`config.mk`:
```
export PLATFORM = sky130hd
export DESIGN_NAME = lcr_rx
export DESIGN_NICKNAME = d
export VERILOG_FILES = /design/src/pkg/lcr_pkg.sv /design/src/rtl/lcr_buf.sv /design/src/rtl/lcr_rx.sv
export SDC_FILE = /design/constraint.sdc
export NUM_CORES = 1
export LEC_CHECK = 0
export BUFFER_PORTS_ARGS = -buffer_cell sky130_fd_sc_hd__buf_2
export CAP_MARGIN = 20
export CORE_MARGIN = 10
export CORE_UTILIZATION = 44
export CTS_CLUSTER_DIAMETER = 60
export CTS_CLUSTER_SIZE = 8
export DETAILED_ROUTE_END_ITERATION = 12
export GPL_ROUTABILITY_DRIVEN = 0
export MAX_ROUTING_LAYER = met4
export PLACE_DENSITY = 0.67
export RECOVER_POWER = 50
export SLEW_MARGIN = 10
export SYNTH_ARGS = -nofsm -noshare
export SYNTH_HDL_FRONTEND = slang
export SYNTH_HIERARCHICAL = 1
export SYNTH_SLANG_ARGS = --single-unit
```
`constraint.sdc`:
```
create_clock -name sys_clk -period 3.08 [get_ports sys_clk]
set_clock_uncertainty 0.1 [all_clocks]
set_input_delay 0.308 -clock sys_clk [delete_from_list [all_inputs] [get_ports sys_clk]]
set_output_delay 0.308 -clock sys_clk [all_outputs]
set_load 0.02 [all_outputs]
```
`src/pkg/lcr_pkg.sv`:
```
package lcr_pkg;
   localparam logic [5:0] SLAVE_ADDR_HI = 6'h1F;
   localparam int ADDR_SEL_BIT = 1;
   localparam int CONT_BIT = 7;
   localparam logic [1:0] OP_MODE_SET = 2'h2;
   localparam logic [1:0] OP_LOAD_PTR = 2'h0;
   localparam logic [3:0] OP_DEV_SEL = 4'hC;
   localparam logic [4:0] OP_BANK_SEL = 5'h1E;
   localparam logic [3:0] OP_BLINK = 4'hE;
   localparam int MS_POWER_BIT = 4;
   localparam int MS_ENABLE_BIT = 3;
   localparam int MS_BIAS_BIT = 2;
   localparam logic [1:0] DRIVE_STATIC = 2'h1;
   localparam logic [1:0] DRIVE_MUX2 = 2'h2;
   localparam logic [1:0] DRIVE_MUX3 = 2'h3;
   localparam logic [1:0] DRIVE_MUX4 = 2'h0;
   localparam logic [4:0] STEP_STATIC = 5'h08;
   localparam logic [4:0] STEP_MUX2 = 5'h04;
   localparam logic [4:0] STEP_MUX3 = 5'h03;
   localparam logic [4:0] STEP_MUX4 = 5'h02;
   localparam logic [4:0] RAM_WORDS = 5'h18;
   localparam logic [1:0] RST_DRIVE = 2'h0;
   localparam logic [3:0] BIT_LAST = 4'h7;
   localparam logic [3:0] BIT_ACK = 4'h8;
   localparam int BUF_DEPTH = 2;
   localparam int BUF_WIDTH = 13;
endpackage

```
`src/rtl/lcr_buf.sv`:
```
// Two-entry buffer; in power saving, ready on the filling side stalls the bus via clock stretch
module lcr_buf (
   input wire logic sys_clk, // System clock
   input wire logic srst, // Sync reset
   input wire logic in_valid, // Word offered
   output logic in_ready, // Room for a word
   input wire logic [lcr_pkg::BUF_WIDTH-1:0] in_data, // Word in
   output logic out_valid, // Word held
   input wire logic out_ready, // Consumer takes word
   output logic [lcr_pkg::BUF_WIDTH-1:0] out_data // Word out
);
   typedef struct packed {
      logic [1:0][lcr_pkg::BUF_WIDTH-1:0] mem;
      logic wp;
      logic rp;
      logic [1:0] cnt;
   } lcr_buf_st_t;
   lcr_buf_st_t st_reg, st_next;

   assign in_ready = st_reg.cnt != 2'(lcr_pkg::BUF_DEPTH);
   assign out_valid = st_reg.cnt != 2'h0;

   always_comb begin
      st_next = st_reg;
      if (in_valid && in_ready) begin
         st_next.mem[st_reg.wp] = in_data;
         st_next.wp = ~st_reg.wp;
      end
      if (out_valid && out_ready) begin
         st_next.rp = ~st_reg.rp;
      end
      st_next.cnt = st_reg.cnt + 2'(in_valid && in_ready) - 2'(out_valid && out_ready);
   end

   always_ff @(posedge sys_clk) begin
      if (srst) begin
         st_reg <= '0;
      end else begin
         st_reg <= st_next;
      end
   end

   always_ff @(posedge sys_clk) begin
      out_data <= st_next.mem[st_next.rp];
   end
endmodule

```
`src/rtl/lcr_rx.sv`:
```
// How it works
// - SDA falling with SCL high is start; SDA rising with SCL high is stop.
// - Eight data bits then an acknowledge on the ninth clock; byte count unlimited.
// - Acknowledge drives SDA low across the whole ninth clock high phase.
// - Slave receiver only; SDA is driven solely for acknowledge bits.
// - Address is 011111x; x must equal the address-select pin or transfer ignored.
// - Write only; a read request gets no acknowledge and is ignored.
// - Matching devices acknowledge the address and every command byte.
// - Data bytes are acknowledged only when subaddress counter matches hardware pins.
// - Command bit 7 set means another command follows; clear means data follows.
// - In power saving, SCL is held low until the store buffer has room for the byte.
// - Mode set opcode 10 carries power, enable, bias and drive fields.
// - Drive 01 static, 10 1:2, 11 1:3, 00 1:4 multiplex.
// - Bias 0 third, 1 half; enable 0 blank; power 1 saving.
// - Load data pointer opcode 00 writes a 5-bit pointer, 0..31, with no clamp to 0..23.
// - Device select opcode 1100 loads the 3-bit subaddress counter.
// - Bank select opcode 11110: bit 1 input bank, bit 0 output bank.
// - Bank select is ignored in 1:3 and 1:4 drive modes.
// - Blink opcode 1110: rate field two bits, bit 2 alternate bank blinking.
// - Three hardware subaddress pins form a binary subaddress.
// - Data bytes stored at pointer and subaddress, then the pointer advances.
// - Pointer steps 8 static, 4 at 1:2, 3 at 1:3, 2 at 1:4.
// - Storage only on subaddress match; pointer always steps, overflow bumps counter.
module lcr_rx (
   input wire logic sys_clk, // System clock 10 MHz
   input wire logic srst, // Sync reset, active high
   input wire logic scl_in, // Bus clock pin level
   output logic scl_out, // Always low when driven
   output logic scl_oe, // High while stretching clock
   input wire logic sda_in, // Bus data pin level
   output logic sda_out, // Always low when driven
   output logic sda_oe, // High while acknowledging
   input wire logic addr_select_pin, // Address-select strap
   input wire logic hw_subaddr_bit0, // Hardware subaddress bit 0
   input wire logic hw_subaddr_bit1, // Hardware subaddress bit 1
   input wire logic hw_subaddr_bit2, // Hardware subaddress bit 2
   output logic power_saving_flag, // Power saving mode
   output logic display_enable, // Display enabled
   output logic bias_half, // One-half bias selected
   output logic drive_mode_hi, // Drive mode high bit
   output logic drive_mode_lo, // Drive mode low bit
   output logic input_bank, // Input bank select
   output logic output_bank, // Output bank select
   output logic blink_rate_hi, // Blink rate high bit
   output logic blink_rate_lo, // Blink rate low bit
   output logic blink_alt_bank, // Alternate bank blinking
   output logic [4:0] ram_pointer_field, // Current data pointer
   output logic [2:0] subaddr_count, // Subaddress counter
   output logic wr_valid, // Display byte to store
   input wire logic wr_ready, // RAM store accepts byte
   output logic [4:0] wr_addr, // RAM address of byte
   output logic [7:0] wr_data // Display byte
);
   typedef enum {ST_IDLE, ST_ADDR, ST_CMD, ST_DATA, ST_IGNORE} lcr_phase_t;
   typedef struct packed {
      logic [1:0] scl_s;
      logic [1:0] sda_s;
      logic scl_d;
      logic sda_d;
      lcr_phase_t phase;
      logic [3:0] bitn;
      logic [7:0] shreg;
      logic ack;
      logic stretch;
      logic lp;
      logic en;
      logic bias;
      logic [1:0] drive;
      logic ibank;
      logic obank;
      logic [1:0] blink;
      logic balt;
      logic [4:0] ptr;
      logic [2:0] sub;
   } lcr_rx_st_t;
   lcr_rx_st_t st_reg, st_next;

   logic [2:0] hw_sub, hw_sub_s;
   logic hw_s1, hw_s2;
   logic buf_ready, buf_in_valid;
   logic [12:0] buf_in;
   logic [12:0] buf_out;
   logic scl, sda, scl_rise, scl_fall, start_c, stop_c;

   function automatic logic [4:0] ptr_step(input logic [1:0] drive);
      case (drive)
         lcr_pkg::DRIVE_STATIC: ptr_step = lcr_pkg::STEP_STATIC;
         lcr_pkg::DRIVE_MUX2: ptr_step = lcr_pkg::STEP_MUX2;
         lcr_pkg::DRIVE_MUX3: ptr_step = lcr_pkg::STEP_MUX3;
         default: ptr_step = lcr_pkg::STEP_MUX4;
      endcase
   endfunction

   assign scl = st_reg.scl_s[1];
   assign sda = st_reg.sda_s[1];
   assign scl_rise = scl && !st_reg.scl_d;
   assign scl_fall = !scl && st_reg.scl_d;
   assign start_c = scl && st_reg.scl_d && !sda && st_reg.sda_d;
   assign stop_c = scl && st_reg.scl_d && sda && !st_reg.sda_d;

   // Straps sampled through two flops like the SCL and SDA pins
   always_ff @(posedge sys_clk) begin
      hw_s1 <= addr_select_pin;
      hw_s2 <= hw_s1;
      hw_sub_s <= {hw_subaddr_bit2, hw_subaddr_bit1, hw_subaddr_bit0};
      hw_sub <= hw_sub_s;
   end

   always_comb begin
      logic [7:0] b;
      logic [5:0] sum;
      b = {st_reg.shreg[6:0], sda};
      sum = 6'h00;
      st_next = st_reg;
      st_next.scl_s = {st_reg.scl_s[0], scl_in};
      st_next.sda_s = {st_reg.sda_s[0], sda_in};
      st_next.scl_d = scl;
      st_next.sda_d = sda;
      buf_in_valid = 1'b0;
      buf_in = {st_reg.ptr, st_reg.shreg};
      if (start_c) begin
         st_next.phase = ST_ADDR;
         // The fall closing the start is no bit; it wraps this to zero
         st_next.bitn = '1;
         st_next.ack = 1'b0;
      end else if (stop_c) begin
         st_next.phase = ST_IDLE;
         st_next.ack = 1'b0;
      end else if (st_reg.phase != ST_IDLE && scl_rise && st_reg.bitn <= lcr_pkg::BIT_LAST) begin
         st_next.shreg = b;
      end else if (st_reg.phase != ST_IDLE && scl_fall) begin
         if (st_reg.bitn == lcr_pkg::BIT_LAST) begin
            st_next.bitn = lcr_pkg::BIT_ACK;
            case (st_reg.phase)
               ST_ADDR: begin
                  if (st_reg.shreg[7:2] == lcr_pkg::SLAVE_ADDR_HI
                      && st_reg.shreg[lcr_pkg::ADDR_SEL_BIT] == hw_s2 && !st_reg.shreg[0]) begin
                     st_next.ack = 1'b1;
                  end else begin
                     st_next.phase = ST_IGNORE;
                  end
               end
               ST_CMD: begin
                  st_next.ack = 1'b1;
                  if (st_reg.shreg[6:5] == lcr_pkg::OP_MODE_SET) begin
                     st_next.lp = st_reg.shreg[lcr_pkg::MS_POWER_BIT];
                     st_next.en = st_reg.shreg[lcr_pkg::MS_ENABLE_BIT];
                     st_next.bias = st_reg.shreg[lcr_pkg::MS_BIAS_BIT];
                     st_next.drive = st_reg.shreg[1:0];
                  end else if (st_reg.shreg[6:5] == lcr_pkg::OP_LOAD_PTR) begin
                     st_next.ptr = st_reg.shreg[4:0];
                  end else if (st_reg.shreg[6:3] == lcr_pkg::OP_DEV_SEL) begin
                     st_next.sub = st_reg.shreg[2:0];
                  end else if (st_reg.shreg[6:2] == lcr_pkg::OP_BANK_SEL) begin
                     if (st_reg.drive == lcr_pkg::DRIVE_STATIC || st_reg.drive == lcr_pkg::DRIVE_MUX2) begin
                        st_next.ibank = st_reg.shreg[1];
                        st_next.obank = st_reg.shreg[0];
                     end
                  end else if (st_reg.shreg[6:3] == lcr_pkg::OP_BLINK) begin
                     st_next.balt = st_reg.shreg[2];
                     st_next.blink = st_reg.shreg[1:0];
                  end
               end
               ST_DATA: begin
                  if (st_reg.sub == hw_sub) begin
                     st_next.ack = 1'b1;
                     buf_in_valid = 1'b1;
                     st_next.stretch = !buf_ready;
                  end
                  sum = {1'b0, st_reg.ptr} + {1'b0, ptr_step(st_reg.drive)};
                  if (sum >= {1'b0, lcr_pkg::RAM_WORDS}) begin
                     st_next.ptr = 5'(sum - {1'b0, lcr_pkg::RAM_WORDS});
                     st_next.sub = st_reg.sub + 3'h1;
                  end else begin
                     st_next.ptr = sum[4:0];
                  end
               end
               default: begin
               end
            endcase
         end else if (st_reg.bitn == lcr_pkg::BIT_ACK) begin
            st_next.bitn = 4'h0;
            st_next.ack = 1'b0;
            if (st_reg.phase == ST_ADDR) begin
               st_next.phase = ST_CMD;
            end else if (st_reg.phase == ST_CMD && !st_reg.shreg[lcr_pkg::CONT_BIT]) begin
               st_next.phase = ST_DATA;
            end
         end else begin
            st_next.bitn = st_reg.bitn + 4'h1;
         end
      end
      // Stretch drains once the buffer gives room; the byte is retried then
      if (st_reg.stretch) begin
         buf_in_valid = 1'b1;
         buf_in = {st_reg.ptr, st_reg.shreg};
         if (buf_ready) begin
            st_next.stretch = 1'b0;
         end
      end
      if (!st_reg.lp && !buf_ready) begin
         // Normal mode never stretches; a full buffer drops to keep bus timing
         st_next.stretch = 1'b0;
      end
   end

   // Pointer in stretched retry already advanced; keep the address of the byte
   logic [4:0] held_ptr;
   always_ff @(posedge sys_clk) begin
      if (srst) begin
         held_ptr <= 5'h00;
      end else if (buf_in_valid && !st_reg.stretch) begin
         held_ptr <= st_reg.ptr;
      end
   end

   lcr_buf lcr_buf_i (
      .sys_clk(sys_clk),
      .srst(srst),
      .in_valid(buf_in_valid),
      .in_ready(buf_ready),
      .in_data(st_reg.stretch ? {held_ptr, st_reg.shreg} : buf_in),
      .out_valid(wr_valid),
      .out_ready(wr_ready),
      .out_data(buf_out)
   );

   always_ff @(posedge sys_clk) begin
      if (srst) begin
         st_reg <= '0;
         st_reg.scl_s <= 2'h3;
         st_reg.sda_s <= 2'h3;
         st_reg.scl_d <= 1'b1;
         st_reg.sda_d <= 1'b1;
         st_reg.phase <= ST_IDLE;
         st_reg.drive <= lcr_pkg::RST_DRIVE;
      end else begin
         st_reg <= st_next;
      end
   end

   assign sda_out = 1'b0;
   assign sda_oe = st_reg.ack;
   assign scl_out = 1'b0;
   assign scl_oe = st_reg.stretch && st_reg.lp;
   assign power_saving_flag = st_reg.lp;
   assign display_enable = st_reg.en;
   assign bias_half = st_reg.bias;
   assign drive_mode_hi = st_reg.drive[1];
   assign drive_mode_lo = st_reg.drive[0];
   assign input_bank = st_reg.ibank;
   assign output_bank = st_reg.obank;
   assign blink_rate_hi = st_reg.blink[1];
   assign blink_rate_lo = st_reg.blink[0];
   assign blink_alt_bank = st_reg.balt;
   assign ram_pointer_field = st_reg.ptr;
   assign subaddr_count = st_reg.sub;
   assign wr_addr = buf_out[12:8];
   assign wr_data = buf_out[7:0];
endmodule

```
==> impl_metrics.ini <==
[run_status]
status = complete, but fails checks
violations = capacitance limit, slew limit

[clock_network]
postCtsHoldBufs = 4
cts_buffers = 9
postCtsSetupRepairBufs = 0
cts_root_buf = clkbuf_8
cts_resized = 0
h-tree-depth = 3
clkLatencyLatePin_ps = 360
clock-sinks = 97
clk_pin_slew_ps = 100
cts.path.max_buffers = 2
tritoncts = yes

[floorplanning]
die_w_um = 122
core_um2 = 10200
start_util_pct = 44.7
rows = 37
ioPinCount = 45
die_area_um2 = 14900
die-height_um = 122

[layout]
fill_cells = 995
multi_input_area_um2 = 2330
layout-drive-gt1-share_pct = 13.9
diodes = 0
utilization_pct = 48.8
final_nets = 556
regArea_um2 = 1940
largest_register_ffs = 30
synthToLayoutAreaGrowth_pct = 9.08

[grt]
grt.busiest_layer = met2
met2_usage_pct = 23.3
first_global_vias = 3456
grt_use_met1_pct = 16.5
grt_usage_pct = 14.1
use_met3_pct = 4.12
grt_pass1_wl_mm = 16.8
grt-ovfl-total = 0
grt_max_degree = 44
grt_antenna_before_repair = 0

[power_and_ir_drop]
ir_drop_v = 0.000247
power_leakage_nw = 1.85
p_per_area_nw_per_um2 = 446

[min_path]
hold_start = sda_in
worst_hold_path.endpoint = st_next[67]
hold_depth = 2
hp-class = in2reg

[timing]
slew_headroom_pct = -30.6
max_freq_mhz = 376
worst_pin_slew_ps = 1960
rsz0062_at_grt = false
tns_ps = 0
finalCriticalPeriod_ps = 2660
fin_crit_sh_pct = 86.3
final_max_slew_viol_count = 44
setup_viol = 0
hold_viol = 0

[setup_path]
path_max_fanout = 24
critPathArrivalTime_ps = 2840
crit_type = reg2reg
rr_worst_depth = 8
r2r_setup_slack_ps = 420
worstPathRequired_ps = 3260
endpoint_kind = register
worstReg2RegEnd = lcr_buf_i/st_reg[14]
crit_path_start_kind = register
r2r_start = st_reg[33]

[synthesis]
synth.avg_cell_area_um2 = 8.99
yosys_most_used_dff = dfxtp_1
yosysWarnings = 6
ys_types = 70
synthArstFlopShare_pct = 0
synth_seq_area_share_pct = 42.4
syn_area_um2 = 4580
syn_inst = 509
synth_edf_count = 0
synth_seq_cells = 97

[drt]
drtAntennaViolNets = 0
viasPerCell = 5.30
drt-total-wl_mm = 10.1
drc = 0
avgRoutedWirePerCell_um = 14.9
vias = 3586
dr.pass1.iters = 4
drt_iter0_drc = 177

[flow_run]
maxCapViolCount = 1

[placement]
port_buffers = 42
dpl.hpwl_mm = 7.18
cells by family (layout without fill, tap and decap cells):
logic type | Yosys count | after routing | share of synthesized area, %
simple gates | 192 | 192 | 21.6
compound gates | 105 | 105 | 15.8
flops | 97 | 97 | 42.4
buf+inv | 57 | 87 | 6.86
mux | 34 | 34 | 7.66
fa+ha+maj | 12 | 12 | 3.45
xor+xnor | 11 | 11 | 2.11
other cells | 1 | 2 | 0.0820
layout make-up:
class | count | area share, %
Clock buffer | 10 | 2.76
Clock inverter | 6 | 1.68
Inverter | 17 | 1.28
Multi-Input combinational cell | 356 | 46.7
Sequential cell | 97 | 38.9
Tap cell | 136 | 3.41
Timing Repair Buffer | 54 | 5.31
metrics by stage:
step / instance area (um2) / setup WS [ps] / cells / power (mW) / hold slack, ps
finish: 4990 / 422 / 676 / 2.23 / 21.3
global placement: 4770 / 551 / 656 / 1.37 / 211
detailed placement: 4770 / 469 / 656 / 1.37 / 215
CTS: 5040 / 475 / 676 / 2.25 / 9.91
global route: 4990 / 185 / 676 / 2.31 / 12.7
floorplan: 4580 / 549 / 510 / 1.35 / 210
power breakdown:
| part | leakage (nW) | total, mW | internal, mW | switching (mW) |
|---|---|---|---|---|
| Sequential | 0.786 | 1.28 | 1.27 | 0.00936 |
| Clock | 0.112 | 0.884 | 0.417 | 0.467 |
| Combinational | 0.952 | 0.0665 | 0.0260 | 0.0405 |
metal layers:
metal	wire length, um	share of wire [%]
met5	0	0
met4	104	1.0
met3	532	5.3
met2	4730	47
met1	4710	47
how the worst max path moves through the flow:
| stage | from | to | slack [ps] | cells after the start |
|---|---|---|---|---|
| 2_1_floorplan | drive_mode_hi | subaddr_count[0] | 550 | 9 |
| 3_3_place_gp | st_reg[33] | lcr_buf_i/st_reg[13] | 550 | 8 |
| 3_5_place_dp | st_reg[33] | lcr_buf_i/st_reg[15] | 470 | 8 |
| 4_1_cts | st_reg[33] | lcr_buf_i/st_reg[6] | 470 | 8 |
| 5_1_grt | st_reg[33] | lcr_buf_i/st_reg[11] | 180 | 8 |
| 6_report | st_reg[33] | lcr_buf_i/st_reg[14] | 420 | 8 |
synth_stat cells (10+ instances only):
master,number,share of area (%)
nand3b_1,15,2.5
nand2_1,69,5.7
clkbuf_1,15,1.2
o21ai_0,14,1.5
inv_1,16,1.3
ha_1,11,3.0
nor2_1,47,3.9
o221a_2,10,2.5
dfxtp_1,97,42
mux2i_1,26,5.7
a21oi_1,42,4.6
buf_4,12,2.0
cell usage in the layout, fill, tap and decap left out, types with 7 or more instances in the layout:
master	instances
inv_1	16
o21ai_0	14
ha_1	11
a21oi_1	42
nand2_1	69
buf_2	8
nor2b_1	8
mux2i_1	26
clkbuf_8	10
nand3b_1	15
dfxtp_1	97
clkbuf_1	34
nor2_1	47
xnor2_1	8
buf_4	7
o221a_2	10
mux2_2	8
worst max-delay path, cell delays in order (launching register included):
cell	delay (ps)
dfxtp_1	470
and3b_1	440
nand2_4	100
o31ai_2	240
buf_4	300
nor2b_1	230
and2_1	450
nand2_1	110
a21oi_1	140
Note: power is estimated with default switching activity, not from simulation.
